--- src/pswc_pkg.sv ---
// package: register map, field layout and timing for the power state wake controller
package pswc_pkg;

  // ----------------------------------------------------------------
  // register byte offsets
  // ----------------------------------------------------------------
  localparam logic [7:0] PWR_CTRL_OFS  = 8'h00;  // power_control_reg
  localparam logic [7:0] WAKE_TEST_OFS = 8'h04;  // wake test register
  localparam logic [7:0] IRQ_STS_OFS   = 8'h08;  // irq_status_reg
  localparam logic [7:0] IRQ_EN_OFS    = 8'h0c;  // interrupt enables
  localparam logic [7:0] PHY_CTRL_OFS  = 8'h10;  // phy power control

  // ----------------------------------------------------------------
  // power_control_reg fields
  // ----------------------------------------------------------------
  localparam int READY_BIT     = 0;
  localparam int PIN_EN_BIT    = 1;
  localparam int PULSE_SEL_BIT = 3;
  localparam int SRC_LO        = 4;
  localparam int LAN_EN_BIT    = 8;
  localparam int ENERGY_WAKE_ENABLE_BIT     = 9;
  localparam int PSTATE_LO     = 12;

  // irq_status_reg / irq enable fields
  localparam int WAKE_IRQ_BIT   = 0;
  localparam int ENERGY_IRQ_BIT = 1;

  // phy control fields
  localparam int GEN_PD_BIT    = 0;
  localparam int ED_SLEEP_BIT  = 1;
  localparam int ED_FLAG_BIT   = 2;
  localparam int ENERGY_IN_BIT = 3;

  // ----------------------------------------------------------------
  // encodings and reset values
  // ----------------------------------------------------------------
  typedef enum logic [1:0] {
    normal_state      = 2'b00,
    light_sleep_state = 2'b01,
    deep_sleep_state  = 2'b10,
    reserved_state    = 2'b11
  } pswc_state_t;

  localparam logic [1:0]  SRC_NONE   = 2'b00;
  localparam logic [1:0]  SRC_ENERGY = 2'b01;
  localparam logic [1:0]  SRC_FRAME  = 2'b10;
  localparam logic [1:0]  RESP_OKAY  = 2'b00;
  localparam logic [1:0]  RESP_SLV   = 2'b10;
  localparam logic [31:0] WAKE_TEST_VAL = 32'h8765_4321; // arbitrary read pattern

  // ----------------------------------------------------------------
  // timing
  // ----------------------------------------------------------------
  localparam int unsigned CLK_HZ        = 25_000_000;
  localparam int unsigned RESUME_MAX_US = 2000;        // ready within 2 ms
  localparam int unsigned PIN_PULSE_MS  = 50;          // pulsed wake pin width
  localparam int unsigned RESUME_CYC_DF = RESUME_MAX_US * (CLK_HZ / 1_000_000);
  localparam int unsigned PULSE_CYC_DF  = PIN_PULSE_MS * (CLK_HZ / 1000);
  localparam int          CNT_W         = 21;

endpackage : pswc_pkg

--- src/pswc_power_ctrl.sv ---
// module: power state and wake event controller with axi4-lite register slave
//
// Functional notes
// - write 01 enters light sleep, clears ready
// - write 10 enters deep sleep, clears ready
// - wake test write returns to normal state
// - writes ignored until first read after wake
// - light sleep frame detect sets source 10
// - deep sleep energy sets source 01
// - wake irq status independent of pin enable
// - wake status sticky until source removed, w1c
// - pulse select: 50ms pulse, else static
// - pin drops on source, enable or pin-enable clear
// - light sleep keeps phy, pm clocks only
// - deep sleep stops mac, bus clocks, phy sleeps
// - registers preserved across sleep states
// - general power-down holds phy; clear resets it
// - energy sleep powers phy down without energy
// - energy event raises host interrupt when enabled
// - ready set within 2ms after wake write
//
// Our own choices: the register offsets and the AXI4-Lite slave port.
`timescale 1ns/100ps
`default_nettype none

module pswc_power_ctrl
  import pswc_pkg::*;
#(
  parameter int unsigned RESUME_CYC = RESUME_CYC_DF,
  parameter int unsigned PULSE_CYC  = PULSE_CYC_DF
) (
  // clock and reset
  input  wire logic        aclk,
  input  wire logic        aresetn,
  // axi4-lite write address
  input  wire logic [7:0]  s_axi_awaddr,
  input  wire logic        s_axi_awvalid,
  output logic             s_axi_awready,
  // axi4-lite write data
  input  wire logic [31:0] s_axi_wdata,
  input  wire logic [3:0]  s_axi_wstrb,
  input  wire logic        s_axi_wvalid,
  output logic             s_axi_wready,
  // axi4-lite write response
  output logic [1:0]       s_axi_bresp,
  output logic             s_axi_bvalid,
  input  wire logic        s_axi_bready,
  // axi4-lite read address
  input  wire logic [7:0]  s_axi_araddr,
  input  wire logic        s_axi_arvalid,
  output logic             s_axi_arready,
  // axi4-lite read data
  output logic [31:0]      s_axi_rdata,
  output logic [1:0]       s_axi_rresp,
  output logic             s_axi_rvalid,
  input  wire logic        s_axi_rready,
  // wake sources
  input  wire logic        wake_frame_detect,
  input  wire logic        line_energy_present,
  // wake and interrupt outputs
  output logic             wake_pin,
  output logic             host_irq,
  // clock gating and phy power
  output logic             phy_clk_en,
  output logic             pm_clk_en,
  output logic             mac_clk_en,
  output logic             host_clk_en,
  output logic             phy_power_down,
  output logic             phy_reset,
  output logic             phy_energy_down
);

  // ----------------------------------------------------------------
  // helpers
  // ----------------------------------------------------------------
  function automatic logic lane_on(input logic [3:0] strb, input int bitpos);
    lane_on = strb[bitpos / 8];
  endfunction : lane_on

  function automatic logic [CNT_W-1:0] cnt_dec(input logic [CNT_W-1:0] c);
    cnt_dec = (c == '0) ? c : c - CNT_W'(1);
  endfunction : cnt_dec

  // ----------------------------------------------------------------
  // state
  // ----------------------------------------------------------------
  pswc_state_t      pstate_q;
  logic             ready_q;
  logic             first_rd_q;
  logic             pin_en_q;
  logic             pulse_sel_q;
  logic             lan_en_q;
  logic             energy_wake_enable_q;
  logic [1:0]       src_q;
  logic             wake_sts_q;
  logic [1:0]       irq_en_q;
  logic             gen_pd_q;
  logic             ed_sleep_q;
  logic             ed_flag_q;
  logic             energy_q;
  logic             pme_int_q;
  logic [CNT_W-1:0] pulse_cnt_q;
  logic [CNT_W-1:0] resume_cnt_q;
  logic             aw_have_q;
  logic             w_have_q;
  logic [7:0]       awaddr_q;
  logic [31:0]      wdata_q;
  logic [3:0]       wstrb_q;

  logic asleep;
  logic wr_fire;
  logic wr_hit;
  logic wake_wr;
  logic wr_ok;
  logic rd_fire;
  logic pme_int;
  logic [1:0] src_clr;

  assign asleep  = (pstate_q != normal_state);
  assign wr_fire = aw_have_q && w_have_q && !s_axi_bvalid;
  assign wr_hit  = (awaddr_q == PWR_CTRL_OFS) || (awaddr_q == WAKE_TEST_OFS) || (awaddr_q == IRQ_STS_OFS)
                   || (awaddr_q == IRQ_EN_OFS) || (awaddr_q == PHY_CTRL_OFS);
  assign wake_wr = wr_fire && asleep && (awaddr_q == WAKE_TEST_OFS);
  assign wr_ok   = wr_fire && ready_q && first_rd_q && !asleep;
  assign rd_fire = s_axi_arvalid && s_axi_arready;

  // internal wake interrupt: source paired with its enable
  assign pme_int = ((src_q == SRC_FRAME) && lan_en_q) || ((src_q == SRC_ENERGY) && energy_wake_enable_q);

  // w1c mask for the wake source field
  assign src_clr = (wr_ok && (awaddr_q == PWR_CTRL_OFS) && lane_on(wstrb_q, SRC_LO))
                   ? wdata_q[SRC_LO +: 2] : 2'b00;

  // ----------------------------------------------------------------
  // axi4-lite write channel
  // ----------------------------------------------------------------
  assign s_axi_awready = !aw_have_q;
  assign s_axi_wready  = !w_have_q;

  always_ff @(posedge aclk) begin
    if (!aresetn) begin
      aw_have_q <= 1'b0;
      awaddr_q  <= 8'h00;
    end else if (s_axi_awvalid && !aw_have_q) begin
      aw_have_q <= 1'b1;
      awaddr_q  <= s_axi_awaddr;
    end else if (wr_fire) begin
      aw_have_q <= 1'b0;
    end
  end

  always_ff @(posedge aclk) begin
    if (!aresetn) begin
      w_have_q <= 1'b0;
      wdata_q  <= 32'h0000_0000;
      wstrb_q  <= 4'h0;
    end else if (s_axi_wvalid && !w_have_q) begin
      w_have_q <= 1'b1;
      wdata_q  <= s_axi_wdata;
      wstrb_q  <= s_axi_wstrb;
    end else if (wr_fire) begin
      w_have_q <= 1'b0;
    end
  end

  always_ff @(posedge aclk) begin
    if (!aresetn) begin
      s_axi_bvalid <= 1'b0;
      s_axi_bresp  <= RESP_OKAY;
    end else if (wr_fire) begin
      s_axi_bvalid <= 1'b1;
      s_axi_bresp  <= wr_hit ? RESP_OKAY : RESP_SLV;
    end else if (s_axi_bready) begin
      s_axi_bvalid <= 1'b0;
    end
  end

  // ----------------------------------------------------------------
  // axi4-lite read channel
  // ----------------------------------------------------------------
  assign s_axi_arready = !s_axi_rvalid;

  always_ff @(posedge aclk) begin
    if (!aresetn) begin
      s_axi_rvalid <= 1'b0;
      s_axi_rdata  <= 32'h0000_0000;
      s_axi_rresp  <= RESP_OKAY;
    end else if (rd_fire) begin
      s_axi_rvalid <= 1'b1;
      s_axi_rdata  <= 32'h0000_0000;
      s_axi_rresp  <= RESP_OKAY;
      if (s_axi_araddr == PWR_CTRL_OFS) begin
        s_axi_rdata[READY_BIT]         <= ready_q;
        s_axi_rdata[PIN_EN_BIT]        <= pin_en_q;
        s_axi_rdata[PULSE_SEL_BIT]     <= pulse_sel_q;
        s_axi_rdata[SRC_LO +: 2]       <= src_q;
        s_axi_rdata[LAN_EN_BIT]        <= lan_en_q;
        s_axi_rdata[ENERGY_WAKE_ENABLE_BIT]         <= energy_wake_enable_q;
        s_axi_rdata[PSTATE_LO +: 2]    <= pstate_q;
      end else if (!ready_q) begin
        s_axi_rresp <= RESP_SLV;
      end else if (s_axi_araddr == WAKE_TEST_OFS) begin
        s_axi_rdata <= WAKE_TEST_VAL;
      end else if (s_axi_araddr == IRQ_STS_OFS) begin
        s_axi_rdata[WAKE_IRQ_BIT]   <= wake_sts_q;
        s_axi_rdata[ENERGY_IRQ_BIT] <= ed_flag_q;
      end else if (s_axi_araddr == IRQ_EN_OFS) begin
        s_axi_rdata[1:0] <= irq_en_q;
      end else if (s_axi_araddr == PHY_CTRL_OFS) begin
        s_axi_rdata[GEN_PD_BIT]    <= gen_pd_q;
        s_axi_rdata[ED_SLEEP_BIT]  <= ed_sleep_q;
        s_axi_rdata[ED_FLAG_BIT]   <= ed_flag_q;
        s_axi_rdata[ENERGY_IN_BIT] <= line_energy_present;
      end else begin
        s_axi_rresp <= RESP_SLV;
      end
    end else if (s_axi_rready) begin
      s_axi_rvalid <= 1'b0;
    end
  end

  // ----------------------------------------------------------------
  // power state, ready and first-read gate
  // ----------------------------------------------------------------
  always_ff @(posedge aclk) begin
    if (!aresetn) begin
      pstate_q <= normal_state;
    end else if (wake_wr) begin
      pstate_q <= normal_state;
    end else if (wr_ok && (awaddr_q == PWR_CTRL_OFS) && lane_on(wstrb_q, PSTATE_LO)) begin
      if (wdata_q[PSTATE_LO +: 2] == light_sleep_state) begin
        pstate_q <= light_sleep_state;
      end else if (wdata_q[PSTATE_LO +: 2] == deep_sleep_state) begin
        pstate_q <= deep_sleep_state;
      end
    end
  end

  always_ff @(posedge aclk) begin
    if (!aresetn) begin
      ready_q      <= 1'b1;
      resume_cnt_q <= '0;
    end else if (wake_wr) begin
      resume_cnt_q <= CNT_W'(RESUME_CYC);
    end else if (resume_cnt_q != '0) begin
      resume_cnt_q <= cnt_dec(resume_cnt_q);
      ready_q      <= (resume_cnt_q == CNT_W'(1));
    end else if (asleep) begin
      ready_q <= 1'b0;
    end
  end

  always_ff @(posedge aclk) begin
    if (!aresetn) begin
      first_rd_q <= 1'b0;
    end else if (wake_wr) begin
      first_rd_q <= 1'b0;
    end else if (rd_fire && ready_q) begin
      first_rd_q <= 1'b1;
    end
  end

  // ----------------------------------------------------------------
  // configuration bits, kept across sleep
  // ----------------------------------------------------------------
  always_ff @(posedge aclk) begin
    if (!aresetn) begin
      pin_en_q    <= 1'b0;
      pulse_sel_q <= 1'b0;
      lan_en_q    <= 1'b0;
      energy_wake_enable_q     <= 1'b0;
    end else if (wr_ok && (awaddr_q == PWR_CTRL_OFS)) begin
      if (lane_on(wstrb_q, PIN_EN_BIT)) begin
        pin_en_q    <= wdata_q[PIN_EN_BIT];
        pulse_sel_q <= wdata_q[PULSE_SEL_BIT];
      end
      if (lane_on(wstrb_q, LAN_EN_BIT)) begin
        lan_en_q <= wdata_q[LAN_EN_BIT];
        energy_wake_enable_q  <= wdata_q[ENERGY_WAKE_ENABLE_BIT];
      end
    end
  end

  always_ff @(posedge aclk) begin
    if (!aresetn) begin
      irq_en_q   <= 2'b00;
      gen_pd_q   <= 1'b0;
      ed_sleep_q <= 1'b0;
    end else if (wr_ok && (awaddr_q == IRQ_EN_OFS) && lane_on(wstrb_q, WAKE_IRQ_BIT)) begin
      irq_en_q <= wdata_q[1:0];
    end else if (wr_ok && (awaddr_q == PHY_CTRL_OFS) && lane_on(wstrb_q, GEN_PD_BIT)) begin
      gen_pd_q   <= wdata_q[GEN_PD_BIT];
      ed_sleep_q <= wdata_q[ED_SLEEP_BIT];
    end
  end

  // ----------------------------------------------------------------
  // wake source detection and status
  // ----------------------------------------------------------------
  always_ff @(posedge aclk) begin
    if (!aresetn) begin
      src_q <= SRC_NONE;
    end else if ((pstate_q == light_sleep_state) && wake_frame_detect) begin
      src_q <= SRC_FRAME;
    end else if ((pstate_q == deep_sleep_state) && line_energy_present) begin
      src_q <= SRC_ENERGY;
    end else begin
      src_q <= src_q & ~src_clr;
    end
  end

  always_ff @(posedge aclk) begin
    if (!aresetn) begin
      wake_sts_q <= 1'b0;
    end else if (pme_int) begin
      wake_sts_q <= 1'b1;
    end else if (wr_ok && (awaddr_q == IRQ_STS_OFS) && lane_on(wstrb_q, WAKE_IRQ_BIT)
                 && wdata_q[WAKE_IRQ_BIT]) begin
      wake_sts_q <= 1'b0;
    end
  end

  // ----------------------------------------------------------------
  // wake pin, static or pulsed
  // ----------------------------------------------------------------
  always_ff @(posedge aclk) begin
    if (!aresetn) begin
      pme_int_q   <= 1'b0;
      pulse_cnt_q <= '0;
    end else begin
      pme_int_q <= pme_int;
      if (pme_int && !pme_int_q) begin
        pulse_cnt_q <= CNT_W'(PULSE_CYC);
      end else begin
        pulse_cnt_q <= cnt_dec(pulse_cnt_q);
      end
    end
  end

  always_ff @(posedge aclk) begin
    if (!aresetn) begin
      wake_pin <= 1'b0;
    end else begin
      wake_pin <= pin_en_q && pme_int && (!pulse_sel_q || (pulse_cnt_q != '0));
    end
  end

  // ----------------------------------------------------------------
  // host interrupt and energy flag
  // ----------------------------------------------------------------
  always_ff @(posedge aclk) begin
    if (!aresetn) begin
      energy_q  <= 1'b0;
      ed_flag_q <= 1'b0;
    end else begin
      energy_q <= line_energy_present;
      if (ed_sleep_q && line_energy_present && !energy_q) begin
        ed_flag_q <= 1'b1;
      end else if (wr_ok && (awaddr_q == IRQ_STS_OFS) && lane_on(wstrb_q, ENERGY_IRQ_BIT)
                   && wdata_q[ENERGY_IRQ_BIT]) begin
        ed_flag_q <= 1'b0;
      end
    end
  end

  always_ff @(posedge aclk) begin
    if (!aresetn) begin
      host_irq <= 1'b0;
    end else begin
      host_irq <= (wake_sts_q && irq_en_q[WAKE_IRQ_BIT])
                  || (ed_flag_q && irq_en_q[ENERGY_IRQ_BIT]);
    end
  end

  // ----------------------------------------------------------------
  // clock gating and phy power
  // ----------------------------------------------------------------
  always_ff @(posedge aclk) begin
    if (!aresetn) begin
      phy_clk_en      <= 1'b1;
      pm_clk_en       <= 1'b1;
      mac_clk_en      <= 1'b1;
      host_clk_en     <= 1'b1;
      phy_power_down  <= 1'b0;
      phy_reset       <= 1'b0;
      phy_energy_down <= 1'b0;
    end else begin
      phy_clk_en      <= (pstate_q != deep_sleep_state);
      pm_clk_en       <= (pstate_q != deep_sleep_state);
      mac_clk_en      <= !asleep;
      host_clk_en     <= !asleep;
      phy_power_down  <= gen_pd_q;
      phy_reset       <= phy_power_down && !gen_pd_q;
      phy_energy_down <= (ed_sleep_q || (pstate_q == deep_sleep_state)) && !line_energy_present;
    end
  end

endmodule : pswc_power_ctrl

`default_nettype wire

--- config.mk ---
export PLATFORM = sky130hd
export DESIGN_NAME = pswc_power_ctrl
export DESIGN_NICKNAME = d
export VERILOG_FILES = /design/src/pswc_pkg.sv /design/src/pswc_power_ctrl.sv
export SDC_FILE = /design/constraint.sdc
export NUM_CORES = 1
export LEC_CHECK = 0
export BUFFER_PORTS_ARGS = -buffer_cell sky130_fd_sc_hd__buf_2
export CAP_MARGIN = 10
export CELL_PAD_IN_SITES_DETAIL_PLACEMENT = 1
export CELL_PAD_IN_SITES_GLOBAL_PLACEMENT = 1
export CORE_MARGIN = 4
export CORE_UTILIZATION = 40
export CTS_BUF_LIST = sky130_fd_sc_hd__clkbuf_4
export DETAILED_ROUTE_END_ITERATION = 6
export GPL_ROUTABILITY_DRIVEN = 0
export HOLD_SLACK_MARGIN = 0.06
export MAX_ROUTING_LAYER = met4
export PLACE_DENSITY_LB_ADDON = 0.12
export SETUP_SLACK_MARGIN = 0.5
export SYNTH_ARGS = -nofsm -noshare
export SYNTH_HDL_FRONTEND = slang
export SYNTH_SLANG_ARGS = --single-unit
export TNS_END_PERCENT = 10
--- constraint.sdc ---
create_clock -name aclk -period 2.42 [get_ports aclk]
set_clock_uncertainty 0.15 [all_clocks]
set_input_delay 0.484 -clock aclk [delete_from_list [all_inputs] [get_ports aclk]]
set_output_delay 0.484 -clock aclk [all_outputs]
set_load 0.05 [all_outputs]
# Yosys cells after proc, flatten, opt, wreduce, memory -nomap -nowiden
# Cells that the tools add are included.
[totals] reg_bits=131 output_inout_bits=50 inputBits=61 elab_cells=188
[classes] n_reduce_logical=79 bitwise=6 addsub=2 n_eq_ne=18 n_mux=46
[ops] op="16-bit 2-to-1 mux" n=3
[ops] op="21-bit logical NOT" n=2
[ops] op="2-bit 2-to-1 mux" n=21
[ops] op="21-bit 2-to-1 mux" n=2
[ops] op="21-bit nonzero test" n=2
[ops] op="21-bit by 1-bit subtractor with 21-bit output (second input constant)" n=2
[ops] op="1-bit logical AND" n=35
[ops] op="8-bit by 4-bit equality test with 1-bit output (second input constant)" n=4
[ops] op="32-bit 2-to-1 mux" n=1
[ops] op="28-bit 2-to-1 mux" n=1
[ops] op="21-bit by 1-bit equality test with 1-bit output (second input constant)" n=1
[ops] op="2-bit nonzero test" n=10
[ops] op="18-bit 2-to-1 mux" n=1
[ops] op="8-bit by 3-bit equality test with 1-bit output (second input constant)" n=2
[ops] op="8-bit by 5-bit equality test with 1-bit output (second input constant)" n=2
[ops] op="8-bit logical NOT" n=2
[ops] op="1-bit 2-to-1 mux" n=14
[ops] op="2-bit AND reduction" n=7
[ops] op="1-bit logical NOT" n=10
[ops] op="1-bit logical OR" n=8
[ops] op="4-bit 2-to-1 mux" n=2
[ops] op="2-bit by 1-bit equality test with 1-bit output (second input constant)" n=3
[ops] op="2-bit equality test (second input constant)" n=3
[ops] op="2-bit != test (second input constant)" n=3
[ops] op="other kinds (5)" n=10

# Logic depth before layout (Yosys ltp)
[logic_depth] depth_word=12 depth_mapped=7 depth_no_buf=6

# Worst setup path after synthesis
# Ideal clock, no wire load.
[synth_path] path_kind="input port to flip-flop" startpoint="input s_axi_araddr[1]" endpoint="register s_axi_rdata[12]" n_path_buf=0 setup_ps=70 setup_slack_ps=367 arrival_ps=1833 cell_stages=4 required_ps=2200 cell_sequence="or4_1 -> nor4b_2 -> nand3_1 -> a21oi_1"
[synth_between] elab_chain_cells=2
[synth_lines] element="start: declaration" line_no="pswc_power_ctrl.sv:49" rtl="input wire logic [7:0] s_axi_araddr,"
[synth_lines] element="8-bit logical NOT" line_no="pswc_power_ctrl.sv:192" rtl="if (s_axi_araddr == PWR_CTRL_OFS) begin"
[synth_lines] element="2-bit 2-to-1 mux" line_no="pswc_power_ctrl.sv:192"
[synth_lines] element="end signal: indexed assignment" line_no="pswc_power_ctrl.sv:193" rtl="s_axi_rdata[READY_BIT] <= ready_q;"
[synth_lines] element="end signal: indexed assignment" line_no="pswc_power_ctrl.sv:194" rtl="s_axi_rdata[PIN_EN_BIT] <= pin_en_q;"
[synth_lines] element="end signal: indexed assignment" line_no="pswc_power_ctrl.sv:195" rtl="s_axi_rdata[PULSE_SEL_BIT] <= pulse_sel_q;"
[synth_lines] element="end: declaration" line_no="pswc_power_ctrl.sv:53" rtl="output logic [31:0] s_axi_rdata,"
# Every way passes these cells.
# A chain may end at the register's enable or synchronous reset.

# Final worst setup path
[layout_path] startpoint="register resume_cnt_q[13]" endpoint="register resume_cnt_q[19]"
[layout_between] elab_chain_cells=3 word_cells_on_any_way=5 classes_between="add/sub: 1; bitwise: 1; reduce/logical: 3"
[layout_lines] element="start: declaration" line_no="pswc_power_ctrl.sv:103" rtl="logic [CNT_W-1:0] resume_cnt_q;"
[layout_lines] element="start signal: assignment" line_no="pswc_power_ctrl.sv:244" rtl="resume_cnt_q <= CNT_W'(RESUME_CYC);"
[layout_lines] element="start signal: assignment" line_no="pswc_power_ctrl.sv:246" rtl="resume_cnt_q <= cnt_dec(resume_cnt_q);"
[layout_lines] element="branches (longest 3 deep; another with 21-bit by 1-bit subtractor with 21-bit output)"
# Parallel ways; which one is timed is not known.

==> reports/results.ini <==
[status]
result_of_the_run=completed

[sta]
fmaxAchievable_mhz=467.8
report.final.setup_viol=0
slew_violations=0
max-slew-margin-rel_pct=53.38
period_minus_slack_ns=2.138
timing_hold_violations_final=0
fin_ws_ns=0.2821
totalNegativeSetupSlack_ns=0
final.hold.worst_slack_ns=0.07988
rsz_0062_raised_after_global_routing=true
worstMarginPinSlew_ns=0.6978
timing.final.crit_share_pct=88.34

[floorplanning]
num_io_pins=111
dieArea_mm2=0.01451
start_util_pct=41.42
floorplan.die.height_um=120.5
num_rows=40
dieWidth_um=120.5
placeableCoreArea_mm2=0.01221

[logic_synthesis]
syn-instance-count=591
synth_cell_area_mm2=0.005059
ys_types=65
postSynthAreaPerCell_um2=8.559
synth.ff_latch_count=103
predominant_post_synthesis_flop_cell=sky130_fd_sc_hd__dfxtp_1
synth.yosys.seq_area_share_pct=40.76
synth-warning-count=0
synth-edff-count=0
asyncSetResetFlopFracSynth_pct=0

[placement]
cells_after_dpl=813
dpl-instance-area_mm2=0.005568
place_hpwl_um=10480
dpl_worst_slack_ns=0.2090
count_of_buffers_inserted_at_the_top_level_ports=70

[global_routing]
grt_max_degree=32
number_of_antenna_violations_at_the_first_check_in_global_routing=2
global_route.overflow_total=0
grt_pass1_vias=4900
grt_first_pass_wirelength_um=24250
groute.usage.overall_pct=20.96

[detailed_routing]
wire_per_inst_um=17.26
routed_wirelength_um=15160
vias=4832
drc_violations_left=0
route.detailed.vias_per_inst=5.503
first_pass_iters=4
ant_nets=0
initialDrtViolationCount=235

[layout]
layout.nets=770
finish.instance_area_mm2=0.006294
mostFrequentLayoutCell=sky130_fd_sc_hd__dfxtp_1
layout_common_cells=sky130_fd_sc_hd__dfxtp_1, sky130_fd_sc_hd__buf_2, sky130_fd_sc_hd__a21oi_1, sky130_fd_sc_hd__nand2_1, sky130_fd_sc_hd__buf_4
count_of_filler_cells_inserted_in_the_layout=1496
layout-drive-gt1-share_pct=28.95
finish.cell_count_without_fillers=878
synthToLayoutAreaGrowth_pct=24.41

[power_and_ir_drop]
share_comb_of_total_power_pct=57.6
power.net_switching_mw=3.465
reg_power_share_pct=29.9
clkPwrFrac_pct=12.4
cell_internal_pwr_mw=4.688
ir_drop_mv=0.5474
cellPowerDensity_mw_per_mm2=1295
power.switching_fraction_pct=42.50
total_leakage_power_nw=2.512

[clocking]
cts_tree=built
h-tree-depth=3
numCtsBuffers=9
clock_pin_slew_on_the_worst_setup_and_hold_paths_ns=0.16
root_buffer=sky130_fd_sc_hd__clkbuf_4
clockBufferDepth=2
cts.sinks=103
insertion_delay_ns=0.49

[worst_setup_path]
worstPathArrival_ns=2.43
worstSetupEndpointType=flop
timing.critical_path.from_type=flop
setup.worst_path.class=reg -> reg
cp_max_fo=7
timing.rr.start=resume_cnt_q[13]
setup.worst_path.start=resume_cnt_q[13]
critical_path.slowest_cell=sky130_fd_sc_hd__or4_4
required_ns=2.71
crit_chain=buf_4 > or4_4 > or3_4 > or4_1 > a21oi_2
max_stage_delay_ns=0.53

[worst_hold_path]
hold_start=s_axi_wvalid
min-delay-path-class=in -> reg

[run]
cap_viol_max_count=0

-- synth_stat cells, types with 6 or more instances --
master	instances	area, um^2
sky130_fd_sc_hd__dfxtp_1	103	2062
sky130_fd_sc_hd__a21oi_1	64	320.3
sky130_fd_sc_hd__and3_1	6	37.54
sky130_fd_sc_hd__a31oi_1	7	43.79
sky130_fd_sc_hd__nand4_1	11	68.82
sky130_fd_sc_hd__o31ai_1	14	105.1
sky130_fd_sc_hd__nand3b_1	9	67.56
sky130_fd_sc_hd__inv_1	17	63.81
sky130_fd_sc_hd__or4_1	17	127.6
sky130_fd_sc_hd__o31a_1	11	96.34
sky130_fd_sc_hd__o21ai_0	24	120.1
sky130_fd_sc_hd__nor2_1	38	142.6
sky130_fd_sc_hd__nand3_1	19	95.09
sky130_fd_sc_hd__or3_1	8	50.05
sky130_fd_sc_hd__clkbuf_1	21	78.83
sky130_fd_sc_hd__nor4_1	12	75.07
sky130_fd_sc_hd__nor3_1	16	80.08
sky130_fd_sc_hd__mux2i_1	14	140.1
sky130_fd_sc_hd__buf_4	25	187.7
sky130_fd_sc_hd__nand2_1	52	195.2
sky130_fd_sc_hd__o211ai_1	11	82.58
sky130_fd_sc_hd__ha_1	6	75.07
sky130_fd_sc_hd__o21a_1	6	45.04
sky130_fd_sc_hd__and2_1	6	37.54
-- power groups by stage --
stage | clock network (mW) | logic (mW) | registers [mW]
after floorplan | 0 | 2.69 | 2.36
after global placement | 0 | 3.33 | 2.40
after detailed placement | 0 | 3.49 | 2.43
after CTS | 1.04 | 4.02 | 2.40
after global routing | 1.10 | 5.10 | 2.50
final | 1.01 | 4.70 | 2.44
-- final cells by class --
cell class                 instances  area, um^2  area share, %
multi-input combinational        431        2824          44.87
antenna                            2       5.005        0.07952
inverter                          18       67.56          1.074
sequential                       103        2100          33.36
tap                              168       210.2          3.340
clock buffer                       9       67.56          1.074
timing repair buffer             140       933.4          14.83
clock inverter                     7       86.33          1.372
-- final timing paths --
kind | to | slack, ns | depth (start not counted)
max | resume_cnt_q[19] | 0.28 | 5
min | w_have_q | 0.08 | 3
max reg2reg | resume_cnt_q[19] | 0.28 | 5
min reg2reg | phy_reset | 0.30 | 2
-- sequential cells by signal, summed over array words and instances, names as in the netlist, 2 cells and up --
name	count
irq_en_q	2
pstate_q	2
awaddr_q	8
src_q	2
pulse_cnt_q	21
resume_cnt_q	21
wdata_q	9
s_axi_rdata	11
wstrb_q	2
-- critical path: cells and delay by family, from the launching register on --
| kind | cells | cell delay, ns |
|---|---|---|
| DFF | 1 | 0.36 |
| AOI/OAI and AO/OA | 1 | 0.15 |
| buffers and inverters | 1 | 0.15 |
| and+or+nand+nor | 3 | 1.30 |
-- routing by layer --
metal	vias up	wire [um]	GRT usage [%]
li1	2380	-	-
met1	2376	6827	25.23
met2	63	7683	36.26
met3	13	445	3.181
met4	0	199	6.445
met5	-	0	-
-- per-stage QoR --
stage	utilization (%)	total power [mW]
finish	51.54	8.153
global route	51.54	8.698
CTS	49.63	7.456
detailed placement	45.59	5.925
global placement	45.59	5.726
floorplan	-	5.050
-- cells by family (layout without fill, tap and decap cells) --
| group | count (synthesis) | in the layout | synth area share (%) |
|---|---|---|---|
| compound gates | 165 | 165 | 21.15 |
| fa+ha+maj | 7 | 7 | 1.682 |
| buf+inv | 71 | 174 | 7.643 |
| flops | 103 | 103 | 40.76 |
| mux | 15 | 15 | 2.993 |
| other cells | 1 | 17 | 0.07413 |
| simple gates | 229 | 229 | 25.70 |
-- repair_timing --
action,CTS,global route
setup buffers,15,15
hold endpoints to repair,17,0
hold buffers,17,0
resized for setup,18,32
pin swaps,8,12
endpoints found under the setup margin,52,61
Note: power is estimated with default switching activity, not from simulation.
